## src/inc/smc_pkg.sv

```systemverilog
package smc_pkg;
  // widths of the bus side
  localparam int ADDR_W = 28;
  localparam int DATA_W = 32;
  localparam int WAIT_W = 4;
  localparam int BURST_W = 3;
  // burst run limits
  localparam logic [BURST_W-1:0] BURST_MIN = 3'h2;
  localparam logic [BURST_W-1:0] BURST_MAX = 3'h4;
  localparam logic [BURST_W-1:0] BURST_ONE = 3'h1;
  localparam logic [WAIT_W-1:0] WAIT_ZERO = 4'h0;
  localparam logic [WAIT_W-1:0] WAIT_ONE = 4'h1;
  localparam logic [ADDR_W-1:0] ADDR_STEP = 28'h0000004;
  localparam logic [ADDR_W-1:0] ADDR_RST = 28'h0000000;
  localparam logic [DATA_W-1:0] DATA_RST = 32'h00000000;

  // one access request from the core side
  typedef struct packed {
    logic [ADDR_W-1:0] addr;
    logic write;
    logic halfword;
    logic word;
    logic [BURST_W-1:0] burst_len;
    logic [DATA_W-1:0] wdata;
  } req_s;

  // wait configuration
  typedef struct packed {
    logic [WAIT_W-1:0] wait_states;
    logic [WAIT_W-1:0] seq_wait_states;
    logic sequential_access_enable;
  } cfg_s;

  // one-hot controller states
  typedef enum logic [3:0] {
    ST_IDLE = 4'h1,
    ST_WAIT = 4'h2,
    ST_XFER = 4'h4,
    ST_GAP = 4'h8
  } state_e;
endpackage : smc_pkg

```

## src/hdl/static_mem_ctrl.sv

```systemverilog
`timescale 1ns/1ps
`default_nettype none
module static_mem_ctrl
  import smc_pkg::*;
(
  // clock and reset
  input wire logic mclk,
  input wire logic nrst,
  // core request side
  input wire logic req_valid,
  input var req_s req,
  output logic req_ready,
  output logic rdata_valid,
  output logic [DATA_W-1:0] rdata,
  // configuration
  input var cfg_s cfg,
  // external memory side
  input wire logic expansion_ready_in,
  input wire logic [DATA_W-1:0] mem_din,
  output logic [DATA_W-1:0] mem_dout,
  output logic mem_dout_en,
  output logic [ADDR_W-1:0] mem_addr,
  output logic mem_halfword,
  output logic mem_word,
  output logic mem_write,
  output logic chip_select_n,
  output logic mem_oe_n,
  output logic mem_we_n
);

  ////////////////////////////////////////////////////////////////
  // reset release through two flops
  logic rst_s1_q;
  logic rst_n_q;
  always_ff @(posedge mclk or negedge nrst)
  begin
    if (!nrst)
    begin
      rst_s1_q <= 1'b0;
      rst_n_q <= 1'b0;
    end
    else
    begin
      rst_s1_q <= 1'b1;
      rst_n_q <= rst_s1_q;
    end
  end

  ////////////////////////////////////////////////////////////////
  // ready sampling on the falling edge
  // falling edge sample
  // asynchronous ready is caught by this falling-edge flop
  logic rdy_fall_q;
  always_ff @(negedge mclk or negedge rst_n_q)
  begin
    if (!rst_n_q)
      rdy_fall_q <= 1'b0;
    else
      rdy_fall_q <= expansion_ready_in;
  end

  ////////////////////////////////////////////////////////////////
  // state and counters
  state_e state_q;
  state_e state_d;
  logic [WAIT_W-1:0] wait_q;
  logic [BURST_W-1:0] left_q;
  logic seq_q;
  logic xfer_done;

  // pick wait count; follow-on reads may use the sequential field
  function automatic logic [WAIT_W-1:0] pick_wait(input logic follow, input cfg_s c);
    if (follow && c.sequential_access_enable)
      pick_wait = c.seq_wait_states;
    else if (follow)
      pick_wait = WAIT_ZERO;
    else
      pick_wait = c.wait_states;
  endfunction : pick_wait

  // clamp requested burst length into its legal range
  function automatic logic [BURST_W-1:0] clamp_len(input logic [BURST_W-1:0] n);
    if (n < BURST_MIN)
      clamp_len = BURST_ONE;
    else if (n > BURST_MAX)
      clamp_len = BURST_MAX;
    else
      clamp_len = n;
  endfunction : clamp_len

  // complete only when count expired and ready high
  assign xfer_done = (state_q == ST_XFER) && rdy_fall_q;
  assign req_ready = (state_q == ST_IDLE);

  // next state
  always_comb
  begin
    state_d = state_q;
    case (state_q)
      ST_IDLE:
        if (req_valid)
          state_d = (pick_wait(1'b0, cfg) == WAIT_ZERO) ? ST_XFER : ST_WAIT;
      // programmed waits stretch by whole clocks
      ST_WAIT:
        if (wait_q == WAIT_ONE)
          state_d = ST_XFER;
      // ready low keeps us here another clock
      ST_XFER:
        if (rdy_fall_q)
        begin
          if (left_q > BURST_ONE)
            // next burst beat follows directly unless sequential access sets seq_wait_states
            state_d = (pick_wait(1'b1, cfg) == WAIT_ZERO) ? ST_XFER : ST_WAIT;
          else if (cfg.sequential_access_enable)
            state_d = ST_IDLE;
          else
            state_d = ST_GAP;
        end
      ST_GAP:
        state_d = ST_IDLE;
      default:
        state_d = ST_IDLE;
    endcase
  end

  always_ff @(posedge mclk or negedge rst_n_q)
  begin
    if (!rst_n_q)
      state_q <= ST_IDLE;
    else
      state_q <= state_d;
  end

  // wait counter and burst beats
  // burst run of two to four
  // first beat takes the normal wait, follow-on beats the sequential one, or none when sequential access is off
  // sequential wait field for follow-on reads
  always_ff @(posedge mclk or negedge rst_n_q)
  begin
    if (!rst_n_q)
    begin
      wait_q <= WAIT_ZERO;
      left_q <= BURST_ONE;
      seq_q <= 1'b0;
    end
    else if (state_q == ST_IDLE && req_valid)
    begin
      wait_q <= pick_wait(1'b0, cfg);
      left_q <= req.write ? BURST_ONE : clamp_len(req.burst_len);
      seq_q <= 1'b0;
    end
    else if (state_q == ST_WAIT)
      wait_q <= wait_q - WAIT_ONE;
    else if (xfer_done && left_q > BURST_ONE)
    begin
      wait_q <= pick_wait(1'b1, cfg);
      left_q <= left_q - BURST_ONE;
      seq_q <= 1'b1;
    end
  end

  ////////////////////////////////////////////////////////////////
  // address and qualifiers, held between accesses
  // hold until next access
  always_ff @(posedge mclk or negedge rst_n_q)
  begin
    if (!rst_n_q)
    begin
      mem_addr <= ADDR_RST;
      mem_halfword <= 1'b0;
      mem_word <= 1'b0;
      mem_write <= 1'b0;
      mem_dout <= DATA_RST;
    end
    else if (state_q == ST_IDLE && req_valid)
    begin
      mem_addr <= req.addr;
      mem_halfword <= req.halfword;
      mem_word <= req.word;
      mem_write <= req.write;
      mem_dout <= req.wdata;
    end
    else if (xfer_done && left_q > BURST_ONE)
      mem_addr <= mem_addr + ADDR_STEP;
  end

  // strobes; chip select spans the whole burst
  always_ff @(posedge mclk or negedge rst_n_q)
  begin
    if (!rst_n_q)
    begin
      chip_select_n <= 1'b1;
      mem_oe_n <= 1'b1;
      mem_we_n <= 1'b1;
      mem_dout_en <= 1'b0;
    end
    else
    begin
      chip_select_n <= !(state_d == ST_WAIT || state_d == ST_XFER);
      mem_oe_n <= !((state_d == ST_WAIT || state_d == ST_XFER) && !mem_write_next());
      mem_we_n <= !((state_d == ST_WAIT || state_d == ST_XFER) && mem_write_next());
      mem_dout_en <= (state_d == ST_WAIT || state_d == ST_XFER) && mem_write_next();
    end
  end

  // direction of the access about to run
  function automatic logic mem_write_next();
    mem_write_next = (state_q == ST_IDLE) ? req.write : mem_write;
  endfunction : mem_write_next

  // read data capture
  always_ff @(posedge mclk or negedge rst_n_q)
  begin
    if (!rst_n_q)
    begin
      rdata <= DATA_RST;
      rdata_valid <= 1'b0;
    end
    else
    begin
      rdata_valid <= xfer_done && !mem_write;
      if (xfer_done && !mem_write)
        rdata <= mem_din;
    end
  end

  ////////////////////////////////////////////////////////////////
  // checks
  // programmed wait never completes early
  wait_block_a: assert property (@(posedge mclk) disable iff (!rst_n_q)
    (state_q == ST_WAIT) |-> !xfer_done)
    else $error("transfer during wait states");
  ready_low_a: assert property (@(posedge mclk) disable iff (!rst_n_q)
    (state_q == ST_XFER && !rdy_fall_q) |=> (state_q == ST_XFER))
    else $error("ready low did not stall");
  done_cause_a: assert property (@(posedge mclk) disable iff (!rst_n_q)
    xfer_done |-> (state_q == ST_XFER && rdy_fall_q))
    else $error("completion without ready");
  addr_hold_a: assert property (@(posedge mclk) disable iff (!rst_n_q)
    (state_q == ST_IDLE && !req_valid) |=> $stable(mem_addr) && $stable(mem_write))
    else $error("address not held");
  burst_len_a: assert property (@(posedge mclk) disable iff (!rst_n_q)
    left_q <= BURST_MAX)
    else $error("burst too long");
  // an over-long burst request is cut to the longest legal run
  burst_clamp_a: assert property (@(posedge mclk) disable iff (!rst_n_q)
    (state_q == ST_IDLE && req_valid && !req.write && req.burst_len > BURST_MAX)
      |=> (left_q == BURST_MAX))
    else $error("burst length not clamped");
  // without sequential access a follow-on beat never waits
  follow_nowait_a: assert property (@(posedge mclk) disable iff (!rst_n_q)
    (seq_q && !cfg.sequential_access_enable) |-> (state_q != ST_WAIT))
    else $error("follow-on beat took a wait");
  no_gap_a: assert property (@(posedge mclk) disable iff (!rst_n_q)
    (xfer_done && cfg.sequential_access_enable) |=> (state_q != ST_GAP))
    else $error("idle gap with sequential access");
  seq_wait_a: assert property (@(posedge mclk) disable iff (!rst_n_q)
    (xfer_done && left_q > BURST_ONE && cfg.sequential_access_enable)
      |=> (wait_q == $past(cfg.seq_wait_states)))
    else $error("wrong sequential wait");
  first_wait_a: assert property (@(posedge mclk) disable iff (!rst_n_q)
    (state_q == ST_IDLE && req_valid && cfg.wait_states == WAIT_ONE) |=> (state_q == ST_WAIT))
    else $error("first beat missed its wait");
  read_pulse_a: assert property (@(posedge mclk) disable iff (!rst_n_q)
    (xfer_done && !mem_write) |=> rdata_valid)
    else $error("read data not flagged");
endmodule : static_mem_ctrl
`default_nettype wire

```

## config.mk

```make
export PLATFORM = sky130hd
export DESIGN_NAME = static_mem_ctrl
export DESIGN_NICKNAME = d
export VERILOG_FILES = /design/src/inc/smc_pkg.sv /design/src/hdl/static_mem_ctrl.sv
export SDC_FILE = /design/constraint.sdc
export NUM_CORES = 1
export LEC_CHECK = 0
export BUFFER_PORTS_ARGS = -buffer_cell sky130_fd_sc_hd__buf_2
export CAP_MARGIN = 25
export CORE_MARGIN = 5
export CORE_UTILIZATION = 48
export CTS_CLUSTER_DIAMETER = 80
export DETAILED_ROUTE_END_ITERATION = 6
export HOLD_SLACK_MARGIN = 0.08
export PLACE_DENSITY = 0.78
export SLEW_MARGIN = 5
export SYNTH_ARGS = -nofsm -noshare
export SYNTH_HDL_FRONTEND = slang
export SYNTH_SLANG_ARGS = --single-unit
```

## constraint.sdc

```tcl
create_clock -name mclk -period 4.19 [get_ports mclk]
set_clock_uncertainty 0.1 [all_clocks]
set_input_delay 0.2095 -clock mclk [delete_from_list [all_inputs] [get_ports mclk]]
set_output_delay 0.2095 -clock mclk [all_outputs]
set_load 0.02 [all_outputs]
```

# [Yosys cells after proc, flatten, opt, wreduce, memory -nomap -nowiden]
# Index checks and enable logic that the tools add are counted.
[op_classes] n_addsub=3 mux=26 n_reduce_logical=17 n_lt_le_gt_ge=3 eq_ne=7
[ops] operator="$mux 28" n=2
[ops] operator="$mux 4" n=14
[ops] operator="$add 28x3->28 const B" n=1
[ops] operator="$mux 3" n=8
[ops] operator="$pmux 4 s3" n=1
[ops] operator="$eq 4x1->1 const B" n=2
[ops] operator="$eq 4x2->1 const B" n=2
[ops] operator="$eq 4x3->1 const B" n=2
[ops] operator="$logic_not 4->1" n=2
[ops] operator="$logic_and 1x1->1" n=6
[ops] operator="$logic_not 1->1" n=5
[ops] operator="$sub 4x1->4 const B" n=1
[ops] operator="$gt 3x1->1 const B" n=1
[ops] operator="$gt 3x3->1 const B" n=1
[ops] operator="$lt 3x2->1 const B" n=1
[ops] operator="$reduce_bool 3->1" n=1
[ops] operator="$sub 3x1->3 const B" n=1
[ops] operator="$ne 2x2->1 const B" n=1
[ops] operator="$reduce_and 2->1" n=1
[ops] operator="$reduce_bool 2->1" n=1
[ops] operator="$logic_or 1x1->1" n=1
[ops] operator="$mux 1" n=1
[word_totals] input_bits=111 wordCells=73 output_inout_bits=101 register_bits=114

# [Depth between registers and ports, before layout]
[logic_depth] ltp_word=13 ltp_mapped=7 ltp_nobuf=5

==> results by group <==
Synth
  • Syn Inst Count: 504
  • Synthesized Nets: 619
  • Yosys reg bits: 114
  • EDFF count, synth: 0
  • Main synth FF type: dfrtp_1
  • Yosys warnings: 0
  • Avg Inst Size Synth: 10.1 um2
  • Synth unique cells: 54
  • Synth async-reset ratio: 100%
  • Register area share after synthesis: 56.1%
  • Synth Cell Area: 5100 um2

Clocking
  • Register clock-pin slew on the reported worst setup and hold paths: 0.06 ns
  • Sinks on Clock Net: 114
  • CTS tree: built
  • H-tree depth: 4
  • Clk Latency, worst-skew pair: 0.52 ns
  • Clk root buf: clkbuf_8
  • Post-CTS setup repair buffer count: 0
  • Max clock buf depth: 2
  • TritonCTS Buffers: 17

Detailed routing
  • Highest metal used: met4
  • Routed Antenna Nets: 0
  • # DRC: 0
  • Detailed Route WL: 17200 um
  • Initial detailed-routing violation count: 433
  • Drt pass-1 iters: 5
  • Met3 wire len: 1150 um
  • Vias: 5392
  • WL/cell: 17.5 um
  • Met2 WL post-DR: 9120 um
  • Via density: 5.47
  • Metal-1 WL: 6110 um

Floorplanning
  • Initial Util: 49.4%
  • Core area: 10300 um2
  • DIE AREA: 12800 um2
  • # IOs: 212
  • Die Y-Extent: 113 um
  • Die width: 113 um
  • FP Rows: 37

Power
  • Sw Ratio: 41.1%
  • Combinational power share: 40.4%
  • Pwr Density: 696 nW/um2
  • LEAKAGE: 3.88 nW
  • Seq pwr share: 35.0%
  • Switching pwr: 2.30 mW
  • Clk pwr share: 24.6%
  • Int Pwr: 3.30 mW
  • VDD IR max: 0.447 mV
  • Tot Pwr: 5.59 mW

Setup path
  • R2R cell count: 7
  • Crit end category: flip-flop
  • CP Depth: 7
  • Worst setup SP type: flip-flop
  • Crit Path Max Fanout: 7
  • Critical path cell sequence: o21ai_1, buf_4, nor2_2, buf_4, o211ai_1, a22o_1, dlygate4sd3_1
  • CP bufs+invs: 3
  • Arrival @ worst endpoint: 4.44 ns
  • Req. time, crit path: 4.49 ns
  • Setup CP Type: flip-flop to flip-flop
  • Top Family by Delay on Critical Path: buffers and inverters
  • Most common cell on crit path: buf_4
  • CP max-delay cell: dlygate4sd3_1
  • Worst path max stage delay: 0.55 ns

Min path
  • Hold crit path type: flip-flop to asynchronous set/reset pin

Finish
  • Area Growth Syn to Fin: 57.6%
  • Fin nets: 950
  • Multi-input logic area: 2100 um2
  • Most common cell after layout, fill and taps aside: buf_2
  • Layout cells sized above 1: 35.3%
  • Fillers: 629
  • Register area: 2860 um2
  • Highest-count cells in the layout ignoring fill and taps: buf_2 (212), nand2_1 (134), dlygate4sd3_1 (113)

Global route
  • Initial antenna violation count: 0
  • Largest net degree at the start of global routing: 67
  • First-pass GRT wire length: 27600 um
  • Global route overflow: 0
  • Number of global-route vias before repair: 5642
  • Tot GR Track Use: 27.3%

STA
  • Final setup vio count: 0
  • Worst slew pin tran: 0.819 ns
  • Final hold vios: 0
  • Slew Limit Fails: 0
  • Slew headroom: 45.4%
  • Final hold slack: 0.228 ns

Place
  • Port bufs: 211
  • Placer Congestion: 0.830
  • Post-DP HPWL: 10400 um

Run
  • Max-capacitance violation count: 0

Status
  • Status: completed
==> cell families (layout without fill, tap and decap cells) <==
| kind of cell | Yosys count | after routing | synth area share (%) |
|---|---|---|---|
| simple gates | 232 | 232 | 21.4 |
| flops | 114 | 114 | 56.1 |
| compound gates | 77 | 77 | 10.3 |
| buf+inv | 37 | 381 | 2.90 |
| mux | 33 | 33 | 7.27 |
| xor+xnor | 6 | 6 | 1.03 |
| fa+ha+maj | 4 | 4 | 0.982 |
| other cells | 1 | 2 | 0.0736 |
==> synthesized netlist by cell type (4+ instances only) <==
library cell | n | area (um2)
a21oi_1 | 7 | 35.0
or3_1 | 6 | 37.5
nand2_1 | 135 | 507
dfrtp_1 | 108 | 2700
o31ai_1 | 9 | 67.6
nand3_1 | 14 | 70.1
inv_1 | 11 | 41.3
ha_1 | 4 | 50.1
clkbuf_1 | 20 | 75.1
xnor2_1 | 5 | 43.8
nor3_1 | 6 | 30.0
and3_1 | 7 | 43.8
a31oi_1 | 15 | 93.8
or4_1 | 12 | 90.1
nor2_1 | 24 | 90.1
o21ai_0 | 15 | 75.1
nand4_1 | 9 | 56.3
dfstp_2 | 5 | 131
a211oi_1 | 7 | 52.6
buf_1 | 4 | 15.0
mux2_2 | 32 | 360
==> worst paths after layout <==
check / startpoint / to / slack, ns
min in group mclk: cfg[3] / state_q[2]$_DFF_PN0_ / 0.27
max in group asynchronous: rst_n_q$_DFF_PN0_ / rdy_fall_q$_DFF_NN0_ / 1.29
worst min register to register: rst_n_q$_DFF_PN0_ / rdata[11]$_DFFE_PN0P_ / 0.23
worst max-delay path: rdy_fall_q$_DFF_NN0_ / wait_q[1]$_DFFE_PN0P_ / 0.05
worst min-delay path: rst_n_q$_DFF_PN0_ / rdata[11]$_DFFE_PN0P_ / 0.23
worst max register to register: rdy_fall_q$_DFF_NN0_ / wait_q[1]$_DFFE_PN0P_ / 0.05
==> flip-flops by register name, indices dropped and copies added, names as in the netlist, 3 cells and up <==
| register | flops |
|---|---|
| mem_dout | 32 |
| rdata | 32 |
| mem_addr | 28 |
| state_q | 4 |
| wait_q | 4 |
| left_q | 3 |
==> per-layer routing <==
metal	GRT usage (%)	vias up
li1	-	2447
met1	29.9	2592
met2	47.9	273
met3	7.27	80
met4	15.1	0
met5	0	-
==> through the flow <==
step | cell area [um2] | setup slack (ns) | setup TNS [ns] | instances | utilization, %
after floorplan | 5100 | 0.0695 | 0 | 504 | -
after global placement | 6320 | 0.139 | 0 | 838 | 61.2
after global routing | 8030 | -0.00654 | -0.00654 | 984 | 77.8
final | 8030 | 0.0519 | 0 | 985 | 77.8
after detailed placement | 6320 | 0.0741 | 0 | 838 | 61.2
after CTS | 8020 | 0.0847 | 0 | 983 | 77.7
==> power by group through the flow <==
stage | registers (mW) | logic (mW) | clock network [mW]
3_3_place_gp | 1.91 | 2.03 | 0
4_1_cts | 1.93 | 2.20 | 1.38
3_5_place_dp | 1.93 | 2.09 | 0
6_report | 1.96 | 2.26 | 1.38
5_1_grt | 2.02 | 2.43 | 1.45
2_1_floorplan | 2.41 | 0.836 | 0
==> what timing repair did <==
item	CTS	global route
endpoints found under the setup margin	0	3
hold endpoints to repair	110	0
gates resized for setup	0	2
hold buffers	113	0
==> area by class of cell <==
| class | count | share of cell area, % |
|---|---|---|
| Sequential cell | 114 | 35.6 |
| Timing Repair Buffer | 338 | 28.5 |
| Multi-Input combinational cell | 353 | 26.2 |
| Clock buffer | 24 | 5.73 |
| Tap cell | 136 | 2.12 |
| Clock inverter | 8 | 1.29 |
| Inverter | 11 | 0.514 |
| Antenna cell | 1 | 0.0312 |
Power figures use the tool's default switching activity.
